<file path="config.mk">
export PLATFORM = sky130hd
export DESIGN_NAME = adc_control_result_regs
export DESIGN_NICKNAME = d
export VERILOG_FILES = /design/src/shared/adc_ctrl_pkg.sv /design/src/rtl/adc_control_result_regs.sv /design/src/rtl/clock_divider.sv
export VERILOG_INCLUDE_DIRS = /design/src /design/src/shared
export SDC_FILE = /design/constraint.sdc
export NUM_CORES = 1
export LEC_CHECK = 0
export ABC_AREA = 1
export BUFFER_PORTS_ARGS = -buffer_cell sky130_fd_sc_hd__buf_4
export CAP_MARGIN = 15
export CORE_MARGIN = 4
export CORE_UTILIZATION = 48
export CTS_CLUSTER_DIAMETER = 120
export CTS_CLUSTER_SIZE = 12
export DETAILED_ROUTE_END_ITERATION = 10
export GPL_TIMING_DRIVEN = 0
export PLACE_DENSITY_LB_ADDON = 0.2
export SLEW_MARGIN = 15
export SYNTH_ARGS = -nofsm -noshare
export SYNTH_HDL_FRONTEND = slang
export SYNTH_SLANG_ARGS = --single-unit
</file>
<file path="constraint.sdc">
create_clock -name clock -period 2.95 [get_ports clock]
set_input_delay 0.1475 -clock clock [delete_from_list [all_inputs] [get_ports clock]]
set_output_delay 0.1475 -clock clock [all_outputs]
set_load 0.005 [all_outputs]
</file>
<file path="src/shared/adc_ctrl_map.svh">
// Register offsets, field positions and reset values of the converter control
`ifndef ADC_CTRL_MAP_SVH
`define ADC_CTRL_MAP_SVH

`define OFF_CTRL_A 4'h0
`define OFF_RES_LOW 4'h4
`define OFF_RES_HIGH 4'h8
`define OFF_CTRL_B 4'hC
`define OFF_PIN_DIS 5'h10
`define OFF_SEL 5'h14

`define CA_ENABLE 7
`define CA_START 6
`define CA_AUTO 5
`define CA_FLAG 4
`define CA_IRQEN 3
`define CB_BIPOLAR 7
`define CB_ACME 6
`define CB_REVERSE 5
`define SEL_ALIGN 5

`define RESET_BYTE 8'h00
`define CTRL_B_MASK 8'hE7
`define PIN_DIS_MASK 8'h3C
`define PIN_DIS_LO 2
`define FULL_SCALE 10'h3FF
`define SIGNED_MAX 10'h1FF
`define SIGNED_MIN 10'h200
`define CONV_CYCLES 5'h0D
`define FIRST_CYCLES 5'h19
`define RESP_OKAY 2'h0
`define RESP_SLVERR 2'h2

`endif

</file>
<file path="src/shared/adc_ctrl_pkg.sv">
// Types shared by the converter control files
package adc_ctrl_pkg;

	typedef enum logic [2:0] {
		TRIG_FREE = 3'h0,
		TRIG_COMPARATOR = 3'h1,
		TRIG_EXT_INT0 = 3'h2,
		TRIG_TIMER_CMP_A = 3'h3,
		TRIG_TIMER_OVF = 3'h4,
		TRIG_TIMER_CMP_B = 3'h5,
		TRIG_PIN_CHANGE = 3'h6,
		TRIG_NONE = 3'h7
	} trig_src_type;

	typedef enum logic [1:0] {
		CONV_IDLE = 2'h0,
		CONV_RUN = 2'h1,
		CONV_DONE = 2'h2
	} conv_state_type;

endpackage

</file>
<file path="src/rtl/adc_control_result_regs.sv">
// Converter control, trigger, result and pin-disable registers
//
// How it works
// RQ1 - Done interrupt asserted only when enable bit 3 and global enable set.
// RQ2 - Converter clock is system clock over 2,2,4..128 by 3-bit select.
// RQ3 - Right aligned: low byte holds bits 7..0, high bits 1..0 hold 9..8.
// RQ4 - Left aligned: high byte holds bits 9..2, low bits 7..6 hold 1..0.
// RQ5 - A finished conversion loads its 10-bit result into the pair unless held or the low byte is read that cycle.
// RQ6 - Reading low byte freezes both bytes until high byte is read.
// RQ7 - Software may read only the high byte; that read releases the hold.
// RQ8 - Unipolar mode gives 10-bit results, saturating when input is negative.
// RQ9 - Bipolar mode gives two's complement, 9 magnitude bits plus sign.
// RQ10 - Polarity reverse bit swaps the differential pair.
// RQ11 - Control B bits 4 and 3 always read zero.
// RQ12 - Trigger source field ignored while auto triggering is off.
// RQ13 - Auto triggering starts a conversion on each rising selected flag seen while enabled and idle.
// RQ14 - Switching from clear to set source counts as rising edge.
// RQ15 - Switching to free running never makes a trigger event.
// RQ16 - Source codes: free, comparator, ext int 0, cmp A, ovf, cmp B, pin.
// RQ17 - Pin disable bits 5..2 turn off buffers; port bits read zero.
// RQ18 - Done flag set on result update; cleared by vector or writing one.
// RQ19 - Auto trigger enable allows hardware starts on selected edge.
// RQ20 - Alignment change shows at once in the result view.
// RQ21 - Source code 7 gives no trigger events.
//
// Chosen here: the AXI4-Lite register port and the address map.
`timescale 1ns/1ps
`include "adc_ctrl_map.svh"
module adc_control_result_regs
	import adc_ctrl_pkg::*;
(
	// Clock and reset
	input wire logic clock,
	input wire logic rst,
	// AXI4-Lite write
	input wire logic [7:0] s_axi_awaddr,
	input wire logic s_axi_awvalid,
	output logic s_axi_awready,
	input wire logic [31:0] s_axi_wdata,
	input wire logic [3:0] s_axi_wstrb,
	input wire logic s_axi_wvalid,
	output logic s_axi_wready,
	output logic [1:0] s_axi_bresp,
	output logic s_axi_bvalid,
	input wire logic s_axi_bready,
	// AXI4-Lite read
	input wire logic [7:0] s_axi_araddr,
	input wire logic s_axi_arvalid,
	output logic s_axi_arready,
	output logic [31:0] s_axi_rdata,
	output logic [1:0] s_axi_rresp,
	output logic s_axi_rvalid,
	input wire logic s_axi_rready,
	// CPU side
	input wire logic globalIrqEnable,
	input wire logic irqVectorTaken,
	output logic doneIrq,
	// Trigger flags, same clock domain, index is source code
	input wire logic [6:0] triggerFlags,
	// Analog core
	input wire logic [9:0] sampleMagnitude,
	input wire logic sampleNegative,
	output logic coreClockTick,
	output logic polarityReverse,
	output logic bipolarSelect,
	// Port input gating, raw pins are asynchronous
	input wire logic [3:0] analogPinRaw,
	output logic [3:0] analogPinDigital,
	output logic [3:0] analogPinDigitalOff
);

	// ******************************
	// Registers
	// ******************************
	logic [7:0] ctrlA_r;
	logic [7:0] ctrlB_r;
	logic [7:0] pinDis_r;
	logic [7:0] sel_r;
	logic [9:0] result_r;
	logic resultHold_r;
	logic doneFlag_r;
	logic trigSig_r;
	logic firstConv_r;
	logic [4:0] convCount_r;
	conv_state_type state_r;
	conv_state_type state_nxt;
	logic [3:0] pinSync1_r;
	logic [3:0] pinSync2_r;
	logic tick;

	// ******************************
	// Bus handshake
	// ******************************
	logic awHave_r;
	logic wHave_r;
	logic [7:0] awAddr_r;
	logic [31:0] wData_r;
	logic [3:0] wStrb_r;
	logic doWrite;
	logic doRead;
	logic wrMapped;

	assign doWrite = awHave_r && wHave_r && !s_axi_bvalid;
	assign doRead = s_axi_arvalid && s_axi_arready;

	always_ff @(posedge clock or posedge rst) begin
		if (rst) begin
			awHave_r <= 1'b0;
			wHave_r <= 1'b0;
			awAddr_r <= 8'h00;
			wData_r <= 32'h0000_0000;
			wStrb_r <= 4'h0;
			s_axi_awready <= 1'b0;
			s_axi_wready <= 1'b0;
			s_axi_bvalid <= 1'b0;
			s_axi_bresp <= `RESP_OKAY;
		end else begin
			s_axi_awready <= !awHave_r && !s_axi_awready;
			s_axi_wready <= !wHave_r && !s_axi_wready;
			if (s_axi_awvalid && s_axi_awready) begin
				awHave_r <= 1'b1;
				awAddr_r <= s_axi_awaddr;
				s_axi_awready <= 1'b0;
			end
			if (s_axi_wvalid && s_axi_wready) begin
				wHave_r <= 1'b1;
				wData_r <= s_axi_wdata;
				wStrb_r <= s_axi_wstrb;
				s_axi_wready <= 1'b0;
			end
			if (doWrite) begin
				awHave_r <= 1'b0;
				wHave_r <= 1'b0;
				s_axi_bvalid <= 1'b1;
				s_axi_bresp <= wrMapped ? `RESP_OKAY : `RESP_SLVERR;
			end else if (s_axi_bvalid && s_axi_bready) begin
				s_axi_bvalid <= 1'b0;
			end
		end
	end

	// ******************************
	// Write decode
	// ******************************
	logic wrCtrlA;
	logic wrCtrlB;
	logic wrPinDis;
	logic wrSel;
	logic [7:0] wByte;

	assign wByte = wData_r[7:0];
	assign wrCtrlA = doWrite && wStrb_r[0] && awAddr_r == 8'(`OFF_CTRL_A);
	assign wrCtrlB = doWrite && wStrb_r[0] && awAddr_r == 8'(`OFF_CTRL_B);
	assign wrPinDis = doWrite && wStrb_r[0] && awAddr_r == 8'(`OFF_PIN_DIS);
	assign wrSel = doWrite && wStrb_r[0] && awAddr_r == 8'(`OFF_SEL);
	assign wrMapped = awAddr_r == 8'(`OFF_CTRL_A)
		|| awAddr_r == 8'(`OFF_RES_LOW) || awAddr_r == 8'(`OFF_RES_HIGH)
		|| awAddr_r == 8'(`OFF_CTRL_B) || awAddr_r == 8'(`OFF_PIN_DIS)
		|| awAddr_r == 8'(`OFF_SEL);

	// ******************************
	// Trigger selection
	// ******************************
	trig_src_type trigSrc;
	logic trigSel;
	logic convEnable;
	logic autoOn;
	logic trigEvent;
	logic toFree;
	logic swStart;
	logic startConv;
	logic busy;

	assign trigSrc = trig_src_type'(ctrlB_r[2:0]);
	assign convEnable = ctrlA_r[`CA_ENABLE];
	assign autoOn = ctrlA_r[`CA_AUTO]; // RQ19
	// Free running reads the done flag; code 7 is tied low
	assign trigSel = (trigSrc == TRIG_FREE) ? doneFlag_r : // RQ16
		(trigSrc == TRIG_NONE) ? 1'b0 : triggerFlags[trigSrc]; // RQ21
	// Edge on the muxed signal, so a source switch can make one
	assign trigEvent = autoOn && trigSel && !trigSig_r; // RQ13 RQ14 RQ12
	// Switch to free running primes the edge memory, so a set flag is no edge
	assign toFree = wrCtrlB && wByte[2:0] == TRIG_FREE; // RQ15
	assign swStart = wrCtrlA && wByte[`CA_START] && wByte[`CA_ENABLE];
	assign busy = state_r != CONV_IDLE;
	assign startConv = !busy && (swStart || (trigEvent && convEnable));

	// ******************************
	// Conversion sequencer
	// ******************************
	always_comb begin
		state_nxt = state_r;
		unique case (state_r)
			CONV_IDLE: begin
				if (startConv) begin
					state_nxt = CONV_RUN;
				end
			end
			CONV_RUN: begin
				if (!convEnable) begin
					state_nxt = CONV_IDLE;
				end else if (tick && convCount_r == 5'h01) begin
					state_nxt = CONV_DONE;
				end
			end
			CONV_DONE: begin
				state_nxt = CONV_IDLE;
			end
			default: begin
				state_nxt = CONV_IDLE;
			end
		endcase
	end

	// ******************************
	// Result encoding
	// ******************************
	logic [9:0] encoded;

	assign polarityReverse = ctrlB_r[`CB_REVERSE]; // RQ10
	assign bipolarSelect = ctrlB_r[`CB_BIPOLAR];
	// Negative after any reversal already applied by the core
	assign encoded = bipolarSelect ? // RQ9
		(sampleNegative ? 10'((~{1'b0, sampleMagnitude[8:0]}) + 10'h001)
			: {1'b0, sampleMagnitude[8:0]})
		: (sampleNegative ? `FULL_SCALE : sampleMagnitude); // RQ8

	// ******************************
	// Read decode
	// ******************************
	logic [7:0] resLow;
	logic [7:0] resHigh;
	logic [7:0] rdByte;
	logic rdMapped;
	logic rdLow;
	logic rdHigh;
	logic alignLeft;

	assign alignLeft = sel_r[`SEL_ALIGN]; // RQ20
	assign resLow = alignLeft ? {result_r[1:0], 6'h00} // RQ4
		: result_r[7:0]; // RQ3
	assign resHigh = alignLeft ? result_r[9:2] // RQ4
		: {6'h00, result_r[9:8]}; // RQ3
	assign rdLow = doRead && s_axi_araddr == 8'(`OFF_RES_LOW);
	assign rdHigh = doRead && s_axi_araddr == 8'(`OFF_RES_HIGH);
	assign rdMapped = s_axi_araddr == 8'(`OFF_CTRL_A) || rdLow || rdHigh
		|| s_axi_araddr == 8'(`OFF_CTRL_B) || s_axi_araddr == 8'(`OFF_PIN_DIS)
		|| s_axi_araddr == 8'(`OFF_SEL);
	assign rdByte =
		(s_axi_araddr == 8'(`OFF_CTRL_A)) ?
			{ctrlA_r[7], busy, ctrlA_r[5], doneFlag_r, ctrlA_r[3:0]} :
		(s_axi_araddr == 8'(`OFF_RES_LOW)) ? resLow :
		(s_axi_araddr == 8'(`OFF_RES_HIGH)) ? resHigh :
		(s_axi_araddr == 8'(`OFF_CTRL_B)) ? (ctrlB_r & `CTRL_B_MASK) : // RQ11
		(s_axi_araddr == 8'(`OFF_PIN_DIS)) ? pinDis_r :
		(s_axi_araddr == 8'(`OFF_SEL)) ? sel_r : `RESET_BYTE;

	always_ff @(posedge clock or posedge rst) begin
		if (rst) begin
			s_axi_arready <= 1'b0;
			s_axi_rvalid <= 1'b0;
			s_axi_rdata <= 32'h0000_0000;
			s_axi_rresp <= `RESP_OKAY;
		end else begin
			// Idle ready never waits on valid, which would deadlock
			s_axi_arready <= !s_axi_rvalid;
			if (doRead) begin
				s_axi_arready <= 1'b0;
				s_axi_rvalid <= 1'b1;
				s_axi_rdata <= {24'h000000, rdByte};
				s_axi_rresp <= rdMapped ? `RESP_OKAY : `RESP_SLVERR;
			end else if (s_axi_rvalid && s_axi_rready) begin
				s_axi_rvalid <= 1'b0;
			end
		end
	end

	// ******************************
	// Control and status state
	// ******************************
	always_ff @(posedge clock or posedge rst) begin
		if (rst) begin
			ctrlA_r <= `RESET_BYTE;
			ctrlB_r <= `RESET_BYTE;
			pinDis_r <= `RESET_BYTE;
			sel_r <= `RESET_BYTE;
			state_r <= CONV_IDLE;
			convCount_r <= 5'h00;
			firstConv_r <= 1'b1;
			trigSig_r <= 1'b0;
		end else begin
			state_r <= state_nxt;
			trigSig_r <= trigSel || toFree; // RQ15
			if (wrCtrlA) begin
				ctrlA_r <= {wByte[7], 1'b0, wByte[5], 1'b0, wByte[3:0]};
			end
			if (wrCtrlB) begin
				ctrlB_r <= wByte & `CTRL_B_MASK; // RQ11
			end
			if (wrPinDis) begin
				pinDis_r <= wByte & `PIN_DIS_MASK;
			end
			if (wrSel) begin
				sel_r <= wByte;
			end
			if (!convEnable) begin
				firstConv_r <= 1'b1;
			end
			if (startConv) begin
				convCount_r <= firstConv_r ? `FIRST_CYCLES : `CONV_CYCLES;
				firstConv_r <= 1'b0;
			end else if (state_r == CONV_RUN && tick) begin
				convCount_r <= convCount_r - 5'h01;
			end
		end
	end

	// ******************************
	// Result pair, hold and done flag
	// ******************************
	logic loadResult;

	// Frozen result is discarded, as the hold requires
	// A low read in the same cycle freezes the pair as well
	assign loadResult = state_r == CONV_DONE && !resultHold_r // RQ5 RQ6
		&& !rdLow; // RQ6

	always_ff @(posedge clock or posedge rst) begin
		if (rst) begin
			result_r <= 10'h000;
			resultHold_r <= 1'b0;
			doneFlag_r <= 1'b0;
			doneIrq <= 1'b0;
		end else begin
			if (loadResult) begin
				result_r <= encoded; // RQ5
			end
			if (rdHigh) begin
				resultHold_r <= 1'b0; // RQ7
			end else if (rdLow) begin
				resultHold_r <= 1'b1; // RQ6
			end
			// Set wins over either clear
			if (loadResult) begin
				doneFlag_r <= 1'b1; // RQ18
			end else if (irqVectorTaken
				|| (wrCtrlA && wByte[`CA_FLAG])) begin
				doneFlag_r <= 1'b0; // RQ18
			end
			doneIrq <= (doneFlag_r || loadResult) && ctrlA_r[`CA_IRQEN]
				&& globalIrqEnable && !irqVectorTaken; // RQ1
		end
	end

	// ******************************
	// Prescaler and pin buffers
	// ******************************
	clock_divider #(
		.WIDTH(7)
	) u_divider (
		.clock(clock),
		.rst(rst),
		.run(busy),
		.clockDividerSelect(ctrlA_r[2:0]),
		.tick(tick)
	);

	always_ff @(posedge clock or posedge rst) begin
		if (rst) begin
			pinSync1_r <= 4'h0;
			pinSync2_r <= 4'h0;
			analogPinDigital <= 4'h0;
			analogPinDigitalOff <= 4'h0;
			coreClockTick <= 1'b0;
		end else begin
			pinSync1_r <= analogPinRaw;
			pinSync2_r <= pinSync1_r;
			analogPinDigitalOff <= pinDis_r[5:2]; // RQ17
			analogPinDigital <= pinSync2_r & ~pinDis_r[5:2]; // RQ17
			coreClockTick <= tick && busy;
		end
	end

endmodule // adc_control_result_regs

</file>
<file path="src/rtl/clock_divider.sv">
// Prescaler that makes the converter clock tick from the system clock
`timescale 1ns/1ps
module clock_divider
	import adc_ctrl_pkg::*;
#(
	parameter int WIDTH = 7
) (
	// Clock and reset
	input wire logic clock,
	input wire logic rst,
	// Control
	input wire logic run,
	input wire logic [2:0] clockDividerSelect,
	// Converter clock tick, one cycle per divided period
	output logic tick
);

	logic [WIDTH-1:0] count_r;
	logic [WIDTH-1:0] limit;
	logic [2:0] shift;

	// Codes 0 and 1 both divide by two
	assign shift = (clockDividerSelect == 3'h0) ? 3'h1 : clockDividerSelect;
	assign limit = WIDTH'((8'h01 << shift) - 8'h01); // RQ2

	always_ff @(posedge clock or posedge rst) begin
		if (rst) begin
			count_r <= '0;
			tick <= 1'b0;
		end else if (!run) begin
			count_r <= '0;
			tick <= 1'b0;
		end else begin
			tick <= (count_r >= limit); // RQ2
			count_r <= (count_r >= limit) ? '0 : count_r + WIDTH'(1);
		end
	end

endmodule // clock_divider

</file>
==> flow_summary.json <==
{
  "tns_ns": 0,
  "path_clk_slew_ns": 0.11,
  "synthSimpleGateAreaFrac": 0.250,
  "rows": 38,
  "synth_top_cell_by_area": "dfrtp_1",
  "vias": 4427,
  "cts-root-buf": "clkbuf_8",
  "gp_congestion": 0.864,
  "required_ns": 3.25,
  "die_area_um2": 12700,
  "outcome": "finished clean",
  "synth_top_area_share": 0.493,
  "fin_crit_ns": 1.89,
  "overflow": 0,
  "ir_worst_vdd_mv": 0.548,
  "pre_cts_ws_ns": 1.05,
  "post-route-period-util": 0.642,
  "synth_top_family_by_area": "simple AND/OR/NAND/NOR gates",
  "die_h_um": 113,
  "htreeDepth": 3,
  "power_frac_comb": 0.244,
  "power.density_nw_per_um2": 558,
  "synth-compound-area-share": 0.0960,
  "detail-route-antenna-nets": 0,
  "numPortBuffers": 81,
  "crit_start": "ctrlA_r[1]",
  "hold_class": "input port to flip-flop",
  "rsz0062_at_grt": "false",
  "p_int_mw": 2.42,
  "syn2layout_area_growth_pct": 25.7,
  "nFillCells": 959,
  "setup_viol": 0,
  "wl_per_cell_um": 12.9,
  "fmax_mhz": 528,
  "clock_latency_ns": 0.38,
  "leakagePower_nw": 3.45,
  "clock_path_buffers": 2,
  "synth_xor_area_frac": 0.0216,
  "fin_skew_ns": 0.0129,
  "cpPeakStageDelay_ns": 0.48,
  "synth_ff_type": "dfrtp_1",
  "grt_first_pass_wirelength_mm": 19.8,
  "crit_slowest_cell": "dfrtp_1",
  "critPathKind": "flip-flop to flip-flop",
  "numCtsBuffers": 9,
  "timing.rr.start": "ctrlA_r[1]",
  "end_kind": "flip-flop",
  "start_util": 0.489,
  "ys_async_sr_fraction": 1.00,
  "synthMuxAreaShare": 0,
  "synth_cells": 625,
  "fin_ws_ns": 1.06,
  "coreArea_um2": 10800,
  "drt_iter0_drc": 187,
  "multi_input_area_um2": 2180,
  "clock_sink_count": 105,
  "drive_above_1_share": 0.211,
  "grt_use_total": 0.191,
  "cp_cell_sequence": "o21ai_0, ha_1, a21oi_1, o21a_1, nand4_1, nor3b_1",
  "sequentialPowerShare": 0.511,
  "grt_max_degree": 83,
  "arrival_ns": 2.19,
  "synthAdderAreaFrac": 0.0261,
  "drv_cap": 0,
  "drt-pass1-iter-count": 4,
  "totalPowerFinal_mw": 3.71,
  "synth.most_common_cell": "nand2_1",
  "dpl.hpwl_mm": 8.90,
  "antenna_found_initial": 0,
  "drv_slew": 0,
  "synth.yosys.seq_area_share": 0.498,
  "io_pins": 136,
  "num_antenna_cells": 0,
  "clock_power_share": 0.244,
  "cts_tree": "yes",
  "die_width_um": 113,
  "drcViolationCount": 0,
  "start_kind": "flip-flop",
  "crit_fanout": 7,
  "cp_num_buf_inv": 0,
  "netlist_area_um2": 5280,
  "cp_top_family": "simple AND/OR/NAND/NOR gates",
  "final_hold_viol_count": 0,
  "fin_nets": 861,
  "via_per_inst": 4.85,
  "switching_share": 0.347,
  "yosysWarnings": 0,
  "syn_avg_cell_area_um2": 8.45,
  "ys_types": 42,
  "synth_area_leaders": "dfrtp_1 49%, nand2_1 12%, inv_1 5.3%, o21ai_0 4.9%, buf_4 3.7%",
  "ff_latch_area_um2": 2630,
  "synth_edf_count": 0,
  "min_from": "irqVectorTaken",
  "yosys-top-cells-count": "166 x nand2_1, 104 x dfrtp_1, 75 x inv_1",
  "switchingPower_mw": 1.29,
  "grt_pass1_vias": 4361,
  "ys_ff_latch": 105,
  "finalWirelength_mm": 11.8
}
-- metrics by stage --
step,cells,cell area (µm²),hold slack [ns],util
2_1_floorplan,650,5370,0.179,-
3_3_place_gp,871,6160,0.257,0.570
3_5_place_dp,872,6190,0.111,0.573
4_1_cts,912,6640,0.0407,0.615
5_1_grt,912,6640,0.0689,0.615
6_report,912,6640,0.0553,0.615
-- worst reg2reg max path: cells and delay by family (launching register included) --
family,cells,cell delay (ns)
compound gates,3,0.51
fa+ha+maj,1,0.29
flops,1,0.48
simple gates,2,0.56
-- cells in the final DEF, fill, tap and decap left out, types with 2 or more instances in the layout --
master         Yosys  final
nand2_1          166    166
buf_4             26    107
dfrtp_1          104    104
inv_1             75     74
o21ai_0           52     52
nor2_1            48     48
nand3_1           29     29
conb_1             2     27
dlygate4sd3_1      0     24
a21oi_1           16     16
nand4_1           12     12
ha_1              11     11
xor2_1            10     10
clkbuf_8           0      9
nor3_1             8      8
a22oi_1            7      7
inv_2              5      5
o21ai_1            5      5
nor3_2             4      4
clkbuf_1           4      4
nor2_4             4      4
nand2_4            4      4
o21ai_2            4      4
buf_6              3      3
xnor2_1            3      3
inv_8              0      3
nand3_2            2      2
nor2_2             2      2
clkinv_1           2      2
clkinv_4           1      2
nand2_2            2      2
clkinv_8           0      2
-- sequential cells by signal, summed over array words and instances, names as in the netlist, 2 cells and up --
register,cells
pinDis_r,4
convCount_r,5
u_divider.count_r,7
result_r,10
analogPinDigital,4
awAddr_r,8
pinSync2_r,4
state_r,2
ctrlB_r,6
wData_r,8
sel_r,8
pinSync1_r,4
ctrlA_r,6
analogPinDigitalOff,4
s_axi_rdata,8
-- final cells by class --
class,instances,area share
buffer,34,0.0375
clock buffer,9,0.0187
clock inverter,7,0.0124
inverter,83,0.0485
multi-input combinational,428,0.328
sequential,105,0.396
tap,140,0.0264
timing repair buffer,106,0.132
-- timing repair --
action / 4_1_cts / 5_1_grt
hold buffers: 24 / 0
buffers inserted: 0 / 0
endpoints found under the setup margin: 0 / 0
endpoints found under the hold margin: 46 / 0
gates resized for setup: 0 / 0
-- cell families after synthesis --
group,Yosys count
compound gates,90
flops,105
other cells,2
buf+inv,117
xor+xnor,13
simple gates,287
fa+ha+maj,11
-- path summary, 6_finish.rpt --
check / depth (start not counted) / slack (ns) / to
max in group asynchronous: 4 / 2.01 / firstConv_r
worst max-delay path: 6 / 1.06 / u_divider.count_r[4]
worst min-delay path: 4 / 0.06 / doneFlag_r
worst max register to register: 6 / 1.06 / u_divider.count_r[4]
worst min register to register: 0 / 0.36 / pinSync2_r[3]
min in group asynchronous: 3 / 0.25 / pinSync1_r[2]
-- power groups by stage --
stage               Clock (mW)  Combinational, mW  Sequential, mW
detailed placement           0              0.889            1.92
CTS                      0.931              0.917            1.90
finish                   0.906              0.905            1.90
floorplan                    0              0.556            1.88
global route             0.991               1.05            1.93
global placement             0              0.855            1.91
-- routing by layer --
layer,global-route usage,part of all wire,wire length [µm]
met1,0.247,0.45,5270
met3,0.0524,0.054,639
met2,0.325,0.49,5820
met5,0,0,0
met4,0.0385,0.0043,51
Power figures use the tool's default switching activity.
